<file path="config.mk">
export PLATFORM = sky130hd
export DESIGN_NAME = oda_top
export DESIGN_NICKNAME = d
export VERILOG_FILES = /design/src/pkg/oda_pkg.sv /design/src/pkg/oda_crc_if.sv /design/src/rtl/oda_top.sv /design/src/rtl/oda_crc.sv
export SDC_FILE = /design/constraint.sdc
export NUM_CORES = 1
export LEC_CHECK = 0
export BUFFER_PORTS_ARGS = -buffer_cell sky130_fd_sc_hd__buf_4
export CAP_MARGIN = 0
export CORE_MARGIN = 2
export CORE_UTILIZATION = 53
export DETAILED_ROUTE_END_ITERATION = 7
export GPL_ROUTABILITY_DRIVEN = 0
export PLACE_DENSITY = 0.68
export SYNTH_ARGS = -nofsm -noshare
export SYNTH_HDL_FRONTEND = slang
export SYNTH_SLANG_ARGS = --single-unit
export TNS_END_PERCENT = 30
</file>
<file path="constraint.sdc">
create_clock -name sys_clk -period 9.69 [get_ports sys_clk]
set_input_delay 1.938 -clock sys_clk [delete_from_list [all_inputs] [get_ports sys_clk]]
set_output_delay 1.938 -clock sys_clk [all_outputs]
set_load 0.005 [all_outputs]
</file>
<file path="src/pkg/oda_pkg.sv">
package oda_pkg;
	// register map, byte addresses on the avalon slave
	localparam logic [4:0] ODA_OFS_CTRL = 5'h00;
	localparam logic [4:0] ODA_OFS_STATUS = 5'h04;
	localparam logic [4:0] ODA_OFS_MASK = 5'h08;
	localparam logic [4:0] ODA_OFS_POS = 5'h0C;
	localparam int ODA_CTRL_EN_BIT = 0;
	localparam int ODA_CTRL_ADDR_LSB = 8;
	localparam logic [31:0] ODA_CTRL_RST = 32'h0000_0001;
	localparam logic [3:0] ODA_STATUS_RST = 4'h0;
	localparam logic [3:0] ODA_MASK_RST = 4'h0;
	// status event bits
	localparam int ODA_EV_SENT = 0;
	localparam int ODA_EV_CRC = 1;
	localparam int ODA_EV_ERR = 2;
	localparam int ODA_EV_END = 3;
	// protocol control field bits
	localparam int ODA_PC_MULTI = 0;
	localparam int ODA_PC_WIDE = 1;
	localparam int ODA_PC_COUNTER = 2;
	localparam int ODA_PC_ACCESS = 7;
	localparam logic [15:0] ODA_PC_SUPPORTED = 16'h0087;
	// frame codes
	localparam logic [7:0] ODA_FC_OBJ = 8'h2B;
	localparam logic [7:0] ODA_FC_ARRAY = 8'h66;
	localparam logic [7:0] ODA_FC_ERR = 8'hAB;
	localparam logic [7:0] ODA_MEI = 8'h0D;
	localparam logic [7:0] ODA_SF_START = 8'h55;
	localparam logic [7:0] ODA_SF_CONT = 8'hAA;
	localparam logic [7:0] ODA_EXT_EXC = 8'hFF;
	localparam logic [7:0] ODA_EXC_GEN = 8'hCE;
	localparam logic [7:0] ODA_EXC_OPT = 8'hAE;
	localparam logic [7:0] ODA_GEN_LEN = 8'h06;
	localparam logic [7:0] ODA_OPT_LEN_BASE = 8'h02;
	// error codes carried by the general error reply
	localparam logic [31:0] ODA_ERR_UNSUP = 32'hFFFF_1003;
	localparam logic [31:0] ODA_ERR_CMD = 32'hFFFF_0003;
	localparam logic [31:0] ODA_ERR_ACCESS = 32'hFFFF_0008;
	localparam logic [31:0] ODA_ERR_TOO_LONG = 32'hFFFF_0012;
	localparam logic [31:0] ODA_ERR_GENERAL = 32'hFFFF_0019;
	// crc-16 of modbus rtu, reflected
	localparam logic [15:0] ODA_CRC_INIT = 16'hFFFF;
	localparam logic [15:0] ODA_CRC_POLY = 16'hA001;
	localparam int ODA_BUF_DEPTH = 16;
	localparam logic [4:0] ODA_MIN_FRAME = 5'h06;
	typedef logic [7:0] oda_byte_t;
	typedef enum logic [4:0] {
		ODA_ST_IDLE = 5'h01,
		ODA_ST_PARSE = 5'h02,
		ODA_ST_LOOK = 5'h04,
		ODA_ST_BUILD = 5'h08,
		ODA_ST_SEND = 5'h10
	} oda_state_e;
	typedef enum logic [3:0] {
		ODA_RK_ARRAY = 4'h1,
		ODA_RK_OBJ = 4'h2,
		ODA_RK_GEN = 4'h4,
		ODA_RK_OPT = 4'h8
	} oda_kind_e;
endpackage : oda_pkg

</file>
<file path="src/pkg/oda_crc_if.sv">
interface oda_crc_if;
	logic clr;
	logic en;
	logic [7:0] data;
	logic [15:0] crc;
	logic [15:0] crc_next;
	modport user (output clr, output en, output data, input crc,
		input crc_next);
	modport core (input clr, input en, input data, output crc,
		output crc_next);
endinterface : oda_crc_if

</file>
<file path="src/rtl/oda_top.sv">
// Function
// control bit 0 marks partial multi-message data
// control bit 1 selects one or two bytes
// control bit 2 adds a counter byte; object replies echo bit 2 but carry no counter byte
// master keeps reserved and unsupported bits zero
// control bit 7: zero read, one write
// error when read length exceeds object size
// function 66h reads a whole array object
// subfunction 55h restarts read-out at subindex 00h
// master continues with subfunction AAh
// error reply after the last entry
// array request: address, code, sub, 00h, index, crc
// response header, object frames, two-byte crc
// frame: index lo, index hi, sub, count, data
// unsupported option gives exception AEh with bitmap
// general error: ABh, FFh, length 6, 0Dh, CEh, code
// crc-16 appended low first, bad frames dropped
module oda_top (
	// clock and reset
	input wire logic sys_clk,
	input wire logic rst,
	// avalon-mm register slave
	input wire logic [4:0] av_address,
	input wire logic av_read,
	input wire logic av_write,
	input wire logic [31:0] av_writedata,
	output logic [31:0] av_readdata,
	output logic av_waitrequest,
	output logic irq,
	// received frame bytes from the uart layer
	input wire oda_pkg::oda_byte_t rx_data,
	input wire logic rx_valid,
	input wire logic rx_eof,
	// response bytes to the uart layer
	output oda_pkg::oda_byte_t tx_data,
	output logic tx_valid,
	input wire logic tx_ready,
	// object dictionary lookup
	output logic od_req,
	output logic [15:0] od_index,
	output logic [7:0] od_subindex,
	input wire logic od_ack,
	input wire logic od_found,
	input wire logic [2:0] od_size,
	input wire logic [31:0] od_data
);
	import oda_pkg::*;

	function automatic oda_byte_t word_byte(input logic [31:0] w,
		input logic [1:0] k);
		word_byte = w[8*k +: 8];
	endfunction : word_byte

	oda_crc_if rx_cif ();
	oda_crc_if tx_cif ();
	oda_crc u_rx_crc (.sys_clk(sys_clk), .rst(rst), .cif(rx_cif.core));
	oda_crc u_tx_crc (.sys_clk(sys_clk), .rst(rst), .cif(tx_cif.core));

	oda_state_e state_reg, state_next;
	oda_kind_e kind_reg, kind_next;
	oda_byte_t rxbuf_reg [ODA_BUF_DEPTH];
	oda_byte_t rxbuf_next [ODA_BUF_DEPTH];
	oda_byte_t txbuf_reg [ODA_BUF_DEPTH];
	oda_byte_t txbuf_next [ODA_BUF_DEPTH];
	logic [4:0] rx_cnt_reg, rx_cnt_next;
	logic [15:0] idx_reg, idx_next;
	logic [7:0] sub_reg, sub_next;
	logic [7:0] rlen_reg, rlen_next;
	logic [15:0] pc_reg, pc_next;
	logic [7:0] sfc_reg, sfc_next;
	logic [31:0] err_reg, err_next;
	logic [31:0] data_reg, data_next;
	logic [2:0] size_reg, size_next;
	logic active_reg, active_next;
	logic [7:0] pos_reg, pos_next;
	logic is_array_reg, is_array_next;
	logic od_req_reg, od_req_next;
	logic [15:0] od_index_reg, od_index_next;
	logic [7:0] od_sub_reg, od_sub_next;
	logic [4:0] tx_len_reg, tx_len_next;
	logic [4:0] tx_ptr_reg, tx_ptr_next;
	oda_byte_t tx_data_reg, tx_data_next;
	logic tx_valid_reg, tx_valid_next;
	logic [7:0] crc_hi_reg, crc_hi_next;
	logic [3:0] ev;
	logic [4:0] pc_off;
	logic [4:0] ptr_inc;
	logic [4:0] last_len;
	logic [15:0] pc_rx;
	logic [4:0] base;
	// register slave: one wait cycle, then a single accept cycle
	logic [31:0] ctrl_reg, ctrl_next;
	logic [3:0] status_reg, status_next;
	logic [3:0] mask_reg, mask_next;
	logic wait_reg, wait_next;
	logic [31:0] rdata_reg, rdata_next;
	logic irq_reg, irq_next;
	logic take;

	// control field as received, offset of the field after it
	always_comb begin
		if (rxbuf_reg[3][ODA_PC_WIDE]) begin
			pc_rx = {rxbuf_reg[4], rxbuf_reg[3]};
		end else begin
			pc_rx = {8'h00, rxbuf_reg[3]};
		end
		pc_off = 5'd4 + {4'd0, rxbuf_reg[3][ODA_PC_WIDE]} +
			{4'd0, rxbuf_reg[3][ODA_PC_COUNTER]};
		last_len = rx_cnt_reg - 5'd3;
		ptr_inc = tx_ptr_reg + 5'd1;
		base = pc_reg[ODA_PC_WIDE] ? 5'd5 : 5'd4;
	end

	assign rx_cif.clr = (state_reg == ODA_ST_PARSE);
	assign rx_cif.en = rx_valid && (state_reg == ODA_ST_IDLE) &&
		(rx_cnt_reg <= 5'd16);
	assign rx_cif.data = rx_data;
	assign tx_cif.clr = (state_reg == ODA_ST_BUILD);
	assign tx_cif.en = tx_valid_reg && tx_ready && (tx_ptr_reg < tx_len_reg);
	assign tx_cif.data = tx_data_reg;

	always_comb begin
		state_next = state_reg;
		kind_next = kind_reg;
		rxbuf_next = rxbuf_reg;
		txbuf_next = txbuf_reg;
		rx_cnt_next = rx_cnt_reg;
		idx_next = idx_reg;
		sub_next = sub_reg;
		rlen_next = rlen_reg;
		pc_next = pc_reg;
		sfc_next = sfc_reg;
		err_next = err_reg;
		data_next = data_reg;
		size_next = size_reg;
		active_next = active_reg;
		pos_next = pos_reg;
		is_array_next = is_array_reg;
		od_req_next = od_req_reg;
		od_index_next = od_index_reg;
		od_sub_next = od_sub_reg;
		tx_len_next = tx_len_reg;
		tx_ptr_next = tx_ptr_reg;
		tx_data_next = tx_data_reg;
		tx_valid_next = tx_valid_reg;
		crc_hi_next = crc_hi_reg;
		ev = 4'h0;
		case (state_reg)
			ODA_ST_IDLE: begin
				// bytes beyond the buffer only mark the frame as too long
				if (rx_cif.en) begin
					if (rx_cnt_reg < 5'd16) begin
						rxbuf_next[rx_cnt_reg[3:0]] = rx_data;
					end
					rx_cnt_next = rx_cnt_reg + 5'd1;
				end else if (rx_eof && rx_cnt_reg != 5'd0) begin
					state_next = ODA_ST_PARSE;
				end
			end
			ODA_ST_PARSE: begin
				rx_cnt_next = 5'd0;
				state_next = ODA_ST_IDLE;
				kind_next = ODA_RK_GEN;
				if (rx_cif.crc != 16'h0000) begin
					ev[ODA_EV_CRC] = 1'b1;
				end else if (rx_cnt_reg >= ODA_MIN_FRAME &&
					rx_cnt_reg <= 5'd16 && ctrl_reg[ODA_CTRL_EN_BIT] &&
					rxbuf_reg[0] == ctrl_reg[ODA_CTRL_ADDR_LSB +: 8]) begin
					sfc_next = rxbuf_reg[2];
					if (rxbuf_reg[1] == ODA_FC_ARRAY) begin
						is_array_next = 1'b1;
						// index travels high byte first
						idx_next = {rxbuf_reg[4], rxbuf_reg[5]};
						if (rxbuf_reg[2] == ODA_SF_START) begin
							pos_next = 8'h00;
							active_next = 1'b1;
							state_next = ODA_ST_LOOK;
						end else if (rxbuf_reg[2] == ODA_SF_CONT &&
							active_reg) begin
							idx_next = idx_reg;
							state_next = ODA_ST_LOOK;
						end else begin
							err_next = ODA_ERR_CMD;
							state_next = ODA_ST_BUILD;
						end
					end else if (rxbuf_reg[1] == ODA_FC_OBJ &&
						rxbuf_reg[2] == ODA_MEI) begin
						is_array_next = 1'b0;
						pc_next = pc_rx;
						state_next = ODA_ST_BUILD;
						if ((pc_rx & ~ODA_PC_SUPPORTED) != 16'h0000) begin
							kind_next = ODA_RK_OPT;
						end else if (pc_rx[ODA_PC_ACCESS]) begin
							err_next = ODA_ERR_ACCESS;
						end else if (pc_rx[ODA_PC_MULTI]) begin
							err_next = ODA_ERR_UNSUP;
						end else begin
							idx_next = {rxbuf_reg[4'(pc_off + 5'd2)],
								rxbuf_reg[4'(pc_off + 5'd1)]};
							sub_next = rxbuf_reg[4'(pc_off + 5'd3)];
							rlen_next = rxbuf_reg[last_len[3:0]];
							state_next = ODA_ST_LOOK;
						end
					end
				end
			end
			ODA_ST_LOOK: begin
				od_req_next = 1'b1;
				od_index_next = idx_reg;
				od_sub_next = is_array_reg ? pos_reg : sub_reg;
				if (od_req_reg && od_ack) begin
					od_req_next = 1'b0;
					data_next = od_data;
					size_next = od_size;
					state_next = ODA_ST_BUILD;
					kind_next = ODA_RK_GEN;
					if (is_array_reg) begin
						if (!od_found) begin
							err_next = ODA_ERR_GENERAL;
							active_next = 1'b0;
							ev[ODA_EV_END] = 1'b1;
						end else begin
							kind_next = ODA_RK_ARRAY;
							pos_next = pos_reg + 8'h01;
						end
					end else if (!od_found) begin
						err_next = ODA_ERR_ACCESS;
					end else if (rlen_reg > {5'd0, od_size}) begin
						err_next = ODA_ERR_TOO_LONG;
					end else begin
						kind_next = ODA_RK_OBJ;
					end
				end
			end
			ODA_ST_BUILD: begin
				for (int i = 0; i < ODA_BUF_DEPTH; i++) begin
					txbuf_next[i] = 8'h00;
				end
				txbuf_next[0] = ctrl_reg[ODA_CTRL_ADDR_LSB +: 8];
				case (kind_reg)
					ODA_RK_ARRAY: begin
						txbuf_next[1] = ODA_FC_ARRAY;
						txbuf_next[2] = sfc_reg;
						txbuf_next[3] = 8'd4 + {5'd0, size_reg};
						txbuf_next[4] = idx_reg[7:0];
						txbuf_next[5] = idx_reg[15:8];
						txbuf_next[6] = od_sub_reg;
						txbuf_next[7] = {5'd0, size_reg};
						for (int k = 0; k < 4; k++) begin
							txbuf_next[8 + k] = word_byte(data_reg, 2'(k));
						end
						tx_len_next = 5'd8 + {2'd0, size_reg};
					end
					ODA_RK_OBJ: begin
						txbuf_next[1] = ODA_FC_OBJ;
						txbuf_next[2] = ODA_MEI;
						txbuf_next[3] = pc_reg[7:0];
						txbuf_next[4] = pc_reg[15:8];
						txbuf_next[4'(base)] = idx_reg[7:0];
						txbuf_next[4'(base + 5'd1)] = idx_reg[15:8];
						txbuf_next[4'(base + 5'd2)] = sub_reg;
						txbuf_next[4'(base + 5'd3)] = {5'd0, size_reg};
						for (int k = 0; k < 4; k++) begin
							txbuf_next[4'(base + 5'd4 + 5'(k))] =
								word_byte(data_reg, 2'(k));
						end
						tx_len_next = base + 5'd4 + {2'd0, size_reg};
					end
					ODA_RK_OPT: begin
						txbuf_next[1] = ODA_FC_ERR;
						txbuf_next[2] = ODA_EXT_EXC;
						txbuf_next[4] = ODA_OPT_LEN_BASE + 8'd1 +
							{7'd0, pc_reg[ODA_PC_WIDE]};
						txbuf_next[5] = ODA_MEI;
						txbuf_next[6] = ODA_EXC_OPT;
						txbuf_next[7] = ODA_PC_SUPPORTED[7:0];
						txbuf_next[8] = ODA_PC_SUPPORTED[15:8];
						tx_len_next = 5'd8 + {4'd0, pc_reg[ODA_PC_WIDE]};
						ev[ODA_EV_ERR] = 1'b1;
					end
					default: begin
						txbuf_next[1] = ODA_FC_ERR;
						txbuf_next[2] = ODA_EXT_EXC;
						txbuf_next[4] = ODA_GEN_LEN;
						txbuf_next[5] = ODA_MEI;
						txbuf_next[6] = ODA_EXC_GEN;
						for (int k = 0; k < 4; k++) begin
							txbuf_next[7 + k] = word_byte(err_reg, 2'(k));
						end
						tx_len_next = 5'd11;
						ev[ODA_EV_ERR] = 1'b1;
					end
				endcase
				tx_ptr_next = 5'd0;
				tx_data_next = txbuf_next[0];
				tx_valid_next = 1'b1;
				state_next = ODA_ST_SEND;
			end
			ODA_ST_SEND: begin
				// crc bytes follow the body, low byte first
				if (tx_valid_reg && tx_ready) begin
					tx_ptr_next = ptr_inc;
					if (ptr_inc < tx_len_reg) begin
						tx_data_next = txbuf_reg[ptr_inc[3:0]];
					end else if (ptr_inc == tx_len_reg) begin
						tx_data_next = tx_cif.crc_next[7:0];
						crc_hi_next = tx_cif.crc_next[15:8];
					end else if (ptr_inc == tx_len_reg + 5'd1) begin
						tx_data_next = crc_hi_reg;
					end else begin
						tx_valid_next = 1'b0;
						ev[ODA_EV_SENT] = 1'b1;
						state_next = ODA_ST_IDLE;
					end
				end
			end
			default: begin
				state_next = ODA_ST_IDLE;
			end
		endcase
	end

	always_ff @(posedge sys_clk) begin
		if (rst) begin
			state_reg <= ODA_ST_IDLE;
			kind_reg <= ODA_RK_GEN;
			for (int i = 0; i < ODA_BUF_DEPTH; i++) begin
				rxbuf_reg[i] <= 8'h00;
				txbuf_reg[i] <= 8'h00;
			end
			rx_cnt_reg <= 5'd0;
			idx_reg <= 16'h0000;
			sub_reg <= 8'h00;
			rlen_reg <= 8'h00;
			pc_reg <= 16'h0000;
			sfc_reg <= 8'h00;
			err_reg <= 32'h0000_0000;
			data_reg <= 32'h0000_0000;
			size_reg <= 3'd0;
			active_reg <= 1'b0;
			pos_reg <= 8'h00;
			is_array_reg <= 1'b0;
			od_req_reg <= 1'b0;
			od_index_reg <= 16'h0000;
			od_sub_reg <= 8'h00;
			tx_len_reg <= 5'd0;
			tx_ptr_reg <= 5'd0;
			tx_data_reg <= 8'h00;
			tx_valid_reg <= 1'b0;
			crc_hi_reg <= 8'h00;
		end else begin
			state_reg <= state_next;
			kind_reg <= kind_next;
			rxbuf_reg <= rxbuf_next;
			txbuf_reg <= txbuf_next;
			rx_cnt_reg <= rx_cnt_next;
			idx_reg <= idx_next;
			sub_reg <= sub_next;
			rlen_reg <= rlen_next;
			pc_reg <= pc_next;
			sfc_reg <= sfc_next;
			err_reg <= err_next;
			data_reg <= data_next;
			size_reg <= size_next;
			active_reg <= active_next;
			pos_reg <= pos_next;
			is_array_reg <= is_array_next;
			od_req_reg <= od_req_next;
			od_index_reg <= od_index_next;
			od_sub_reg <= od_sub_next;
			tx_len_reg <= tx_len_next;
			tx_ptr_reg <= tx_ptr_next;
			tx_data_reg <= tx_data_next;
			tx_valid_reg <= tx_valid_next;
			crc_hi_reg <= crc_hi_next;
		end
	end

	always_comb begin
		take = (av_read || av_write) && !wait_reg;
		wait_next = !((av_read || av_write) && wait_reg);
		ctrl_next = ctrl_reg;
		mask_next = mask_reg;
		rdata_next = rdata_reg;
		status_next = status_reg;
		if ((av_read || av_write) && wait_reg) begin
			case (av_address)
				ODA_OFS_CTRL: rdata_next = ctrl_reg;
				ODA_OFS_STATUS: rdata_next = {28'h0, status_reg};
				ODA_OFS_MASK: rdata_next = {28'h0, mask_reg};
				ODA_OFS_POS: rdata_next = {23'h0, active_reg, pos_reg};
				default: rdata_next = 32'h0000_0000;
			endcase
		end
		// clear only what was read; an event in the wait cycle survives
		if (take && av_read && av_address == ODA_OFS_STATUS) begin
			status_next = status_reg & ~rdata_reg[3:0];
		end
		// a new event wins over the read that clears it
		status_next = status_next | ev;
		if (take && av_write) begin
			case (av_address)
				ODA_OFS_CTRL: ctrl_next = {16'h0, av_writedata[15:8],
					7'h0, av_writedata[0]};
				ODA_OFS_MASK: mask_next = av_writedata[3:0];
				default: ctrl_next = ctrl_reg;
			endcase
		end
		irq_next = |(status_next & mask_next);
	end

	always_ff @(posedge sys_clk) begin
		if (rst) begin
			ctrl_reg <= ODA_CTRL_RST;
			status_reg <= ODA_STATUS_RST;
			mask_reg <= ODA_MASK_RST;
			wait_reg <= 1'b1;
			rdata_reg <= 32'h0000_0000;
			irq_reg <= 1'b0;
		end else begin
			ctrl_reg <= ctrl_next;
			status_reg <= status_next;
			mask_reg <= mask_next;
			wait_reg <= wait_next;
			rdata_reg <= rdata_next;
			irq_reg <= irq_next;
		end
	end

	assign av_readdata = rdata_reg;
	assign av_waitrequest = wait_reg;
	assign irq = irq_reg;
	assign tx_data = tx_data_reg;
	assign tx_valid = tx_valid_reg;
	assign od_req = od_req_reg;
	assign od_index = od_index_reg;
	assign od_subindex = od_sub_reg;
endmodule : oda_top

</file>
<file path="src/rtl/oda_crc.sv">
module oda_crc (
	// clock and reset
	input wire logic sys_clk,
	input wire logic rst,
	// byte stream to fold in
	oda_crc_if.core cif
);
	import oda_pkg::*;
	logic [15:0] crc_reg;
	logic [15:0] crc_calc;
	logic [15:0] crc_next;

	always_comb begin
		crc_calc = crc_reg ^ {8'h00, cif.data};
		for (int i = 0; i < 8; i++) begin
			crc_calc = crc_calc[0] ? ((crc_calc >> 1) ^ ODA_CRC_POLY) :
				(crc_calc >> 1);
		end
		if (cif.clr) begin
			crc_next = ODA_CRC_INIT;
		end else if (cif.en) begin
			crc_next = crc_calc;
		end else begin
			crc_next = crc_reg;
		end
	end

	always_ff @(posedge sys_clk) begin
		if (rst) begin
			crc_reg <= ODA_CRC_INIT;
		end else begin
			crc_reg <= crc_next;
		end
	end

	assign cif.crc = crc_reg;
	assign cif.crc_next = crc_calc;
endmodule : oda_crc

</file>
==> reports/qor.csv <==
stage,metric,value,unit
logic_synthesis,synth_edf_count,0,
logic_synthesis,ys_async_sr_fraction,0,
finish,final_cell_area,0.02485,mm2
logic_synthesis,synth.mux.area_fraction,0.1861,
setup_path,arrival,5.40,ns
finish,drive_gt1_frac,0.1489,
floorplan,core,0.04102,mm2
floorplan,rows,74,
setup_path,crit_path_start_kind,register,
routing,wirelength,62950,um
logic_synthesis,synth-compound-area-share,0.1385,
finish,syn_to_final_growth,12.32,%
clocking,post_cts_buffers,0,
logic_synthesis,yosysWarnings,0,
logic_synthesis,avgSynthCellArea,9.231,um2
routing,routed-wl-met2,29960,um
worst_hold_path,hold_path.class,reg2reg,
logic_synthesis,synth_top_area_cell,dfxtp_1,
timing,drv_slew,0,
place,portBuffers,120,
routing,num_vias,18075,
run_status,status,completed,
clocking,clkLatencyLatePin,0.60,ns
logic_synthesis,ys_types,77,
timing,skew,0.01961,ns
routing,vias_per_cell,6.057,
floorplan,dieArea,0.04340,mm2
timing,fin_crit_sh,0.5060,
routing,drtAntennaViolNets,0,
routing,route.met3.wl,3247,um
floorplan,die_w,208.3,um
logic_synthesis,seq_area_frac_synth,0.4234,
timing,setup_tns,0,ns
logic_synthesis,synth_area_leaders,"dfxtp_1, mux4_2, mux2i_1",
clocking,max-clock-path-buffers,3,
clocking,cts_root_buf,clkbuf_16,
setup_path,ff2ff_setup_slack,4.79,ns
grt,grt_pass1_wl,99130,um
logic_synthesis,synth_top_family_by_area,multiplexers,
timing,setup_violations,0,
routing,top_layer,met4,
floorplan,initial_utilization,0.5394,
clocking,clkSlewWorstSetupHoldPaths,0.06,ns
routing,route.detailed.drc,0,
flow_run,cap_violations,0,
finish,fin_nets,2529,
setup_path,worstPathRequired,10.18,ns
setup_path,slowest_stage,nor2_1,
finish,final_common_cell,dfxtp_1,
setup_path,r2r_end,tx_data[0]$_SDFFE_PP0P_,
logic_synthesis,synth-xor-area-share,0.02957,
setup_path,crit_fanout,32,
place,dp_hpwl,43100,um
timing,relSlewSlack,0.2362,
setup_path,path_cells,buf_4 -> nand3_1 -> xor2_1 -> inv_2 -> ha_1 -> o21ai_0 -> a21oi_1 -> nor3_1 -> nor2_1 -> a41oi_2 -> mux2i_1 -> a311oi_1,
power_and_ir_drop,peakVddDrop,0.1559,mV
place,dpl_cell_area,0.02314,mm2
timing,tightest_slew,1.138,ns
routing,wl_met1,26690,um
finish,final_cell_mix,"dfxtp_1, nand2_1, nor2_1, mux2i_1, a21oi_1",
setup_path,endpoint_kind,register,
power_and_ir_drop,power_density,185.1,mW/mm2
clocking,cts_resized,0,
logic_synthesis,syn-cell-area,0.02213,mm2
setup_path,reg2reg_from,tx_ptr_reg[0]$_SDFFE_PP0P_,
setup_path,critPathMaxStageDelay,0.85,ns
setup_path,rr_worst_depth,12,
timing,rsz0062_at_grt,no,
logic_synthesis,synthAdderAreaFrac,0.01470,
clocking,htree_num_levels,2,
grt,antenna_found_initial,0,
grt,grt.overflow.total,0,
clocking,numCtsBuffers,50,
power_and_ir_drop,power_leakage,9.767,nW
setup_path,crit_type,reg2reg,
grt,first_global_vias,17653,
routing,dr.pass1.iters,5,
timing,min_period,4.903,ns
logic_synthesis,netlist_instances,2397,
clocking,cts_sinks,468,
grt,grt_use_total,0.2875,
finish,largest_reg_flops,128,
logic_synthesis,ys_seq_elements,468,
logic_synthesis,synth_top_area_frac,0.4234,
timing,finalHoldViolCount,0,
timing,fmax,203.9,MHz
clocking,cts_tree,done,
setup_path,cp-endpoint,tx_data[0]$_SDFFE_PP0P_,
floorplan,die_h,208.3,um
routing,drt-initial-drc-count,1602,
logic_synthesis,synthFlopType,dfxtp_1,
setup_path,crit_start,tx_ptr_reg[0]$_SDFFE_PP0P_,
grt,grt_max_degree,173,
finish,antenna_cells,0,
logic_synthesis,yosys.area_share.simple,0.1648,
floorplan,ioPinCount,157,
routing,post_drt_wl_per_cell,21.09,um
clocking,cts_hold_buf,0,
worst min path at each step:
stage | cells after the start | from | endpoint
CTS | 2 | txbuf_reg[96]$_SDFFE_PP0P_ | txbuf_reg[96]$_SDFFE_PP0P_
global placement | 2 | txbuf_reg[71]$_SDFFE_PP0P_ | txbuf_reg[71]$_SDFFE_PP0P_
finish | 2 | txbuf_reg[96]$_SDFFE_PP0P_ | txbuf_reg[96]$_SDFFE_PP0P_
floorplan | 2 | txbuf_reg[96]$_SDFFE_PP0P_ | txbuf_reg[96]$_SDFFE_PP0P_
global route | 2 | txbuf_reg[93]$_SDFFE_PP0P_ | txbuf_reg[93]$_SDFFE_PP0P_
detailed placement | 2 | txbuf_reg[96]$_SDFFE_PP0P_ | txbuf_reg[96]$_SDFFE_PP0P_
power by group:
part / leakage [nW] / internal (W) / total [W] / switching [W]
registers: 3.78 / 0.00197 / 0.00203 / 0.0000555
logic: 5.14 / 0.000229 / 0.000563 / 0.000334
clock network: 0.855 / 0.00122 / 0.00201 / 0.000791
total: 9.77 / 0.00342 / 0.00460 / 0.00118
metal layers:
layer  vias to the layer above  GRT usage
li1                       8557          -
met4                         0     0.1461
met3                       156    0.03608
met5                         -          0
met2                       600     0.4811
met1                      8762     0.3664
worst max-delay path: cells and delay by family (launching register included):
kind                     cells  cell delay, ns
AND/OR/NAND/NOR              3            1.13
flip-flops                   1            0.31
buffers and inverters        2            0.77
adder cells (fa/ha/maj)      1            0.38
AO/OA/AOI/OAI                4            1.12
XOR/XNOR                     1            0.83
multiplexers                 1            0.25
cells in the mapped netlist (16+ instances only):
cell type and number:
a211oi_1 23, a21oi_1 184, a221o_1 17, a22o_1 16, a22oi_1 50, buf_1 17, buf_4 18, clkbuf_1 143
dfxtp_1 468, ha_1 26, inv_1 24, mux2_2 19, mux2i_1 192, mux4_2 88, nand2_1 365, nand3_1 69
nor2_1 279, nor3_1 32, o211ai_1 38, o21ai_0 71, xnor2_1 56, xor2_1 16
cells by family after synthesis:
| kind of cell | count (synthesis) |
|---|---|
| and+or+nand+nor | 839 |
| AOI/OAI and AO/OA | 470 |
| DFF | 468 |
| muxes | 299 |
| buffers and inverters | 221 |
| xor gates and xnor gates | 73 |
| adders and majority gates | 26 |
| other | 1 |
cell type report:
cell class                 instances  area (um2)
sequential                       468        9371
fill                            3530       16160
tap                              532       665.6
inverter                          25       93.84
clock buffer                      70        1438
timing repair buffer             146        1116
multi-input combinational       1723       11890
clock inverter                    20       279.0
stage by stage:
step / util / power, W / hold slack [ns] / instances / worst slack (ns)
final: 0.6059 / 0.004599 / 0.4425 / 2984 / 4.787
after global routing: 0.6059 / 0.004741 / 0.4713 / 2984 / 4.404
after CTS: 0.6059 / 0.004622 / 0.4417 / 2984 / 4.830
after detailed placement: 0.5641 / 0.002624 / 0.4348 / 2894 / 4.889
after global placement: 0.5641 / 0.002610 / 0.4277 / 2894 / 5.019
after floorplan: - / 0.002490 / 0.4102 / 2412 / 6.040
No activity file was read; power rests on OpenSTA's default activity.
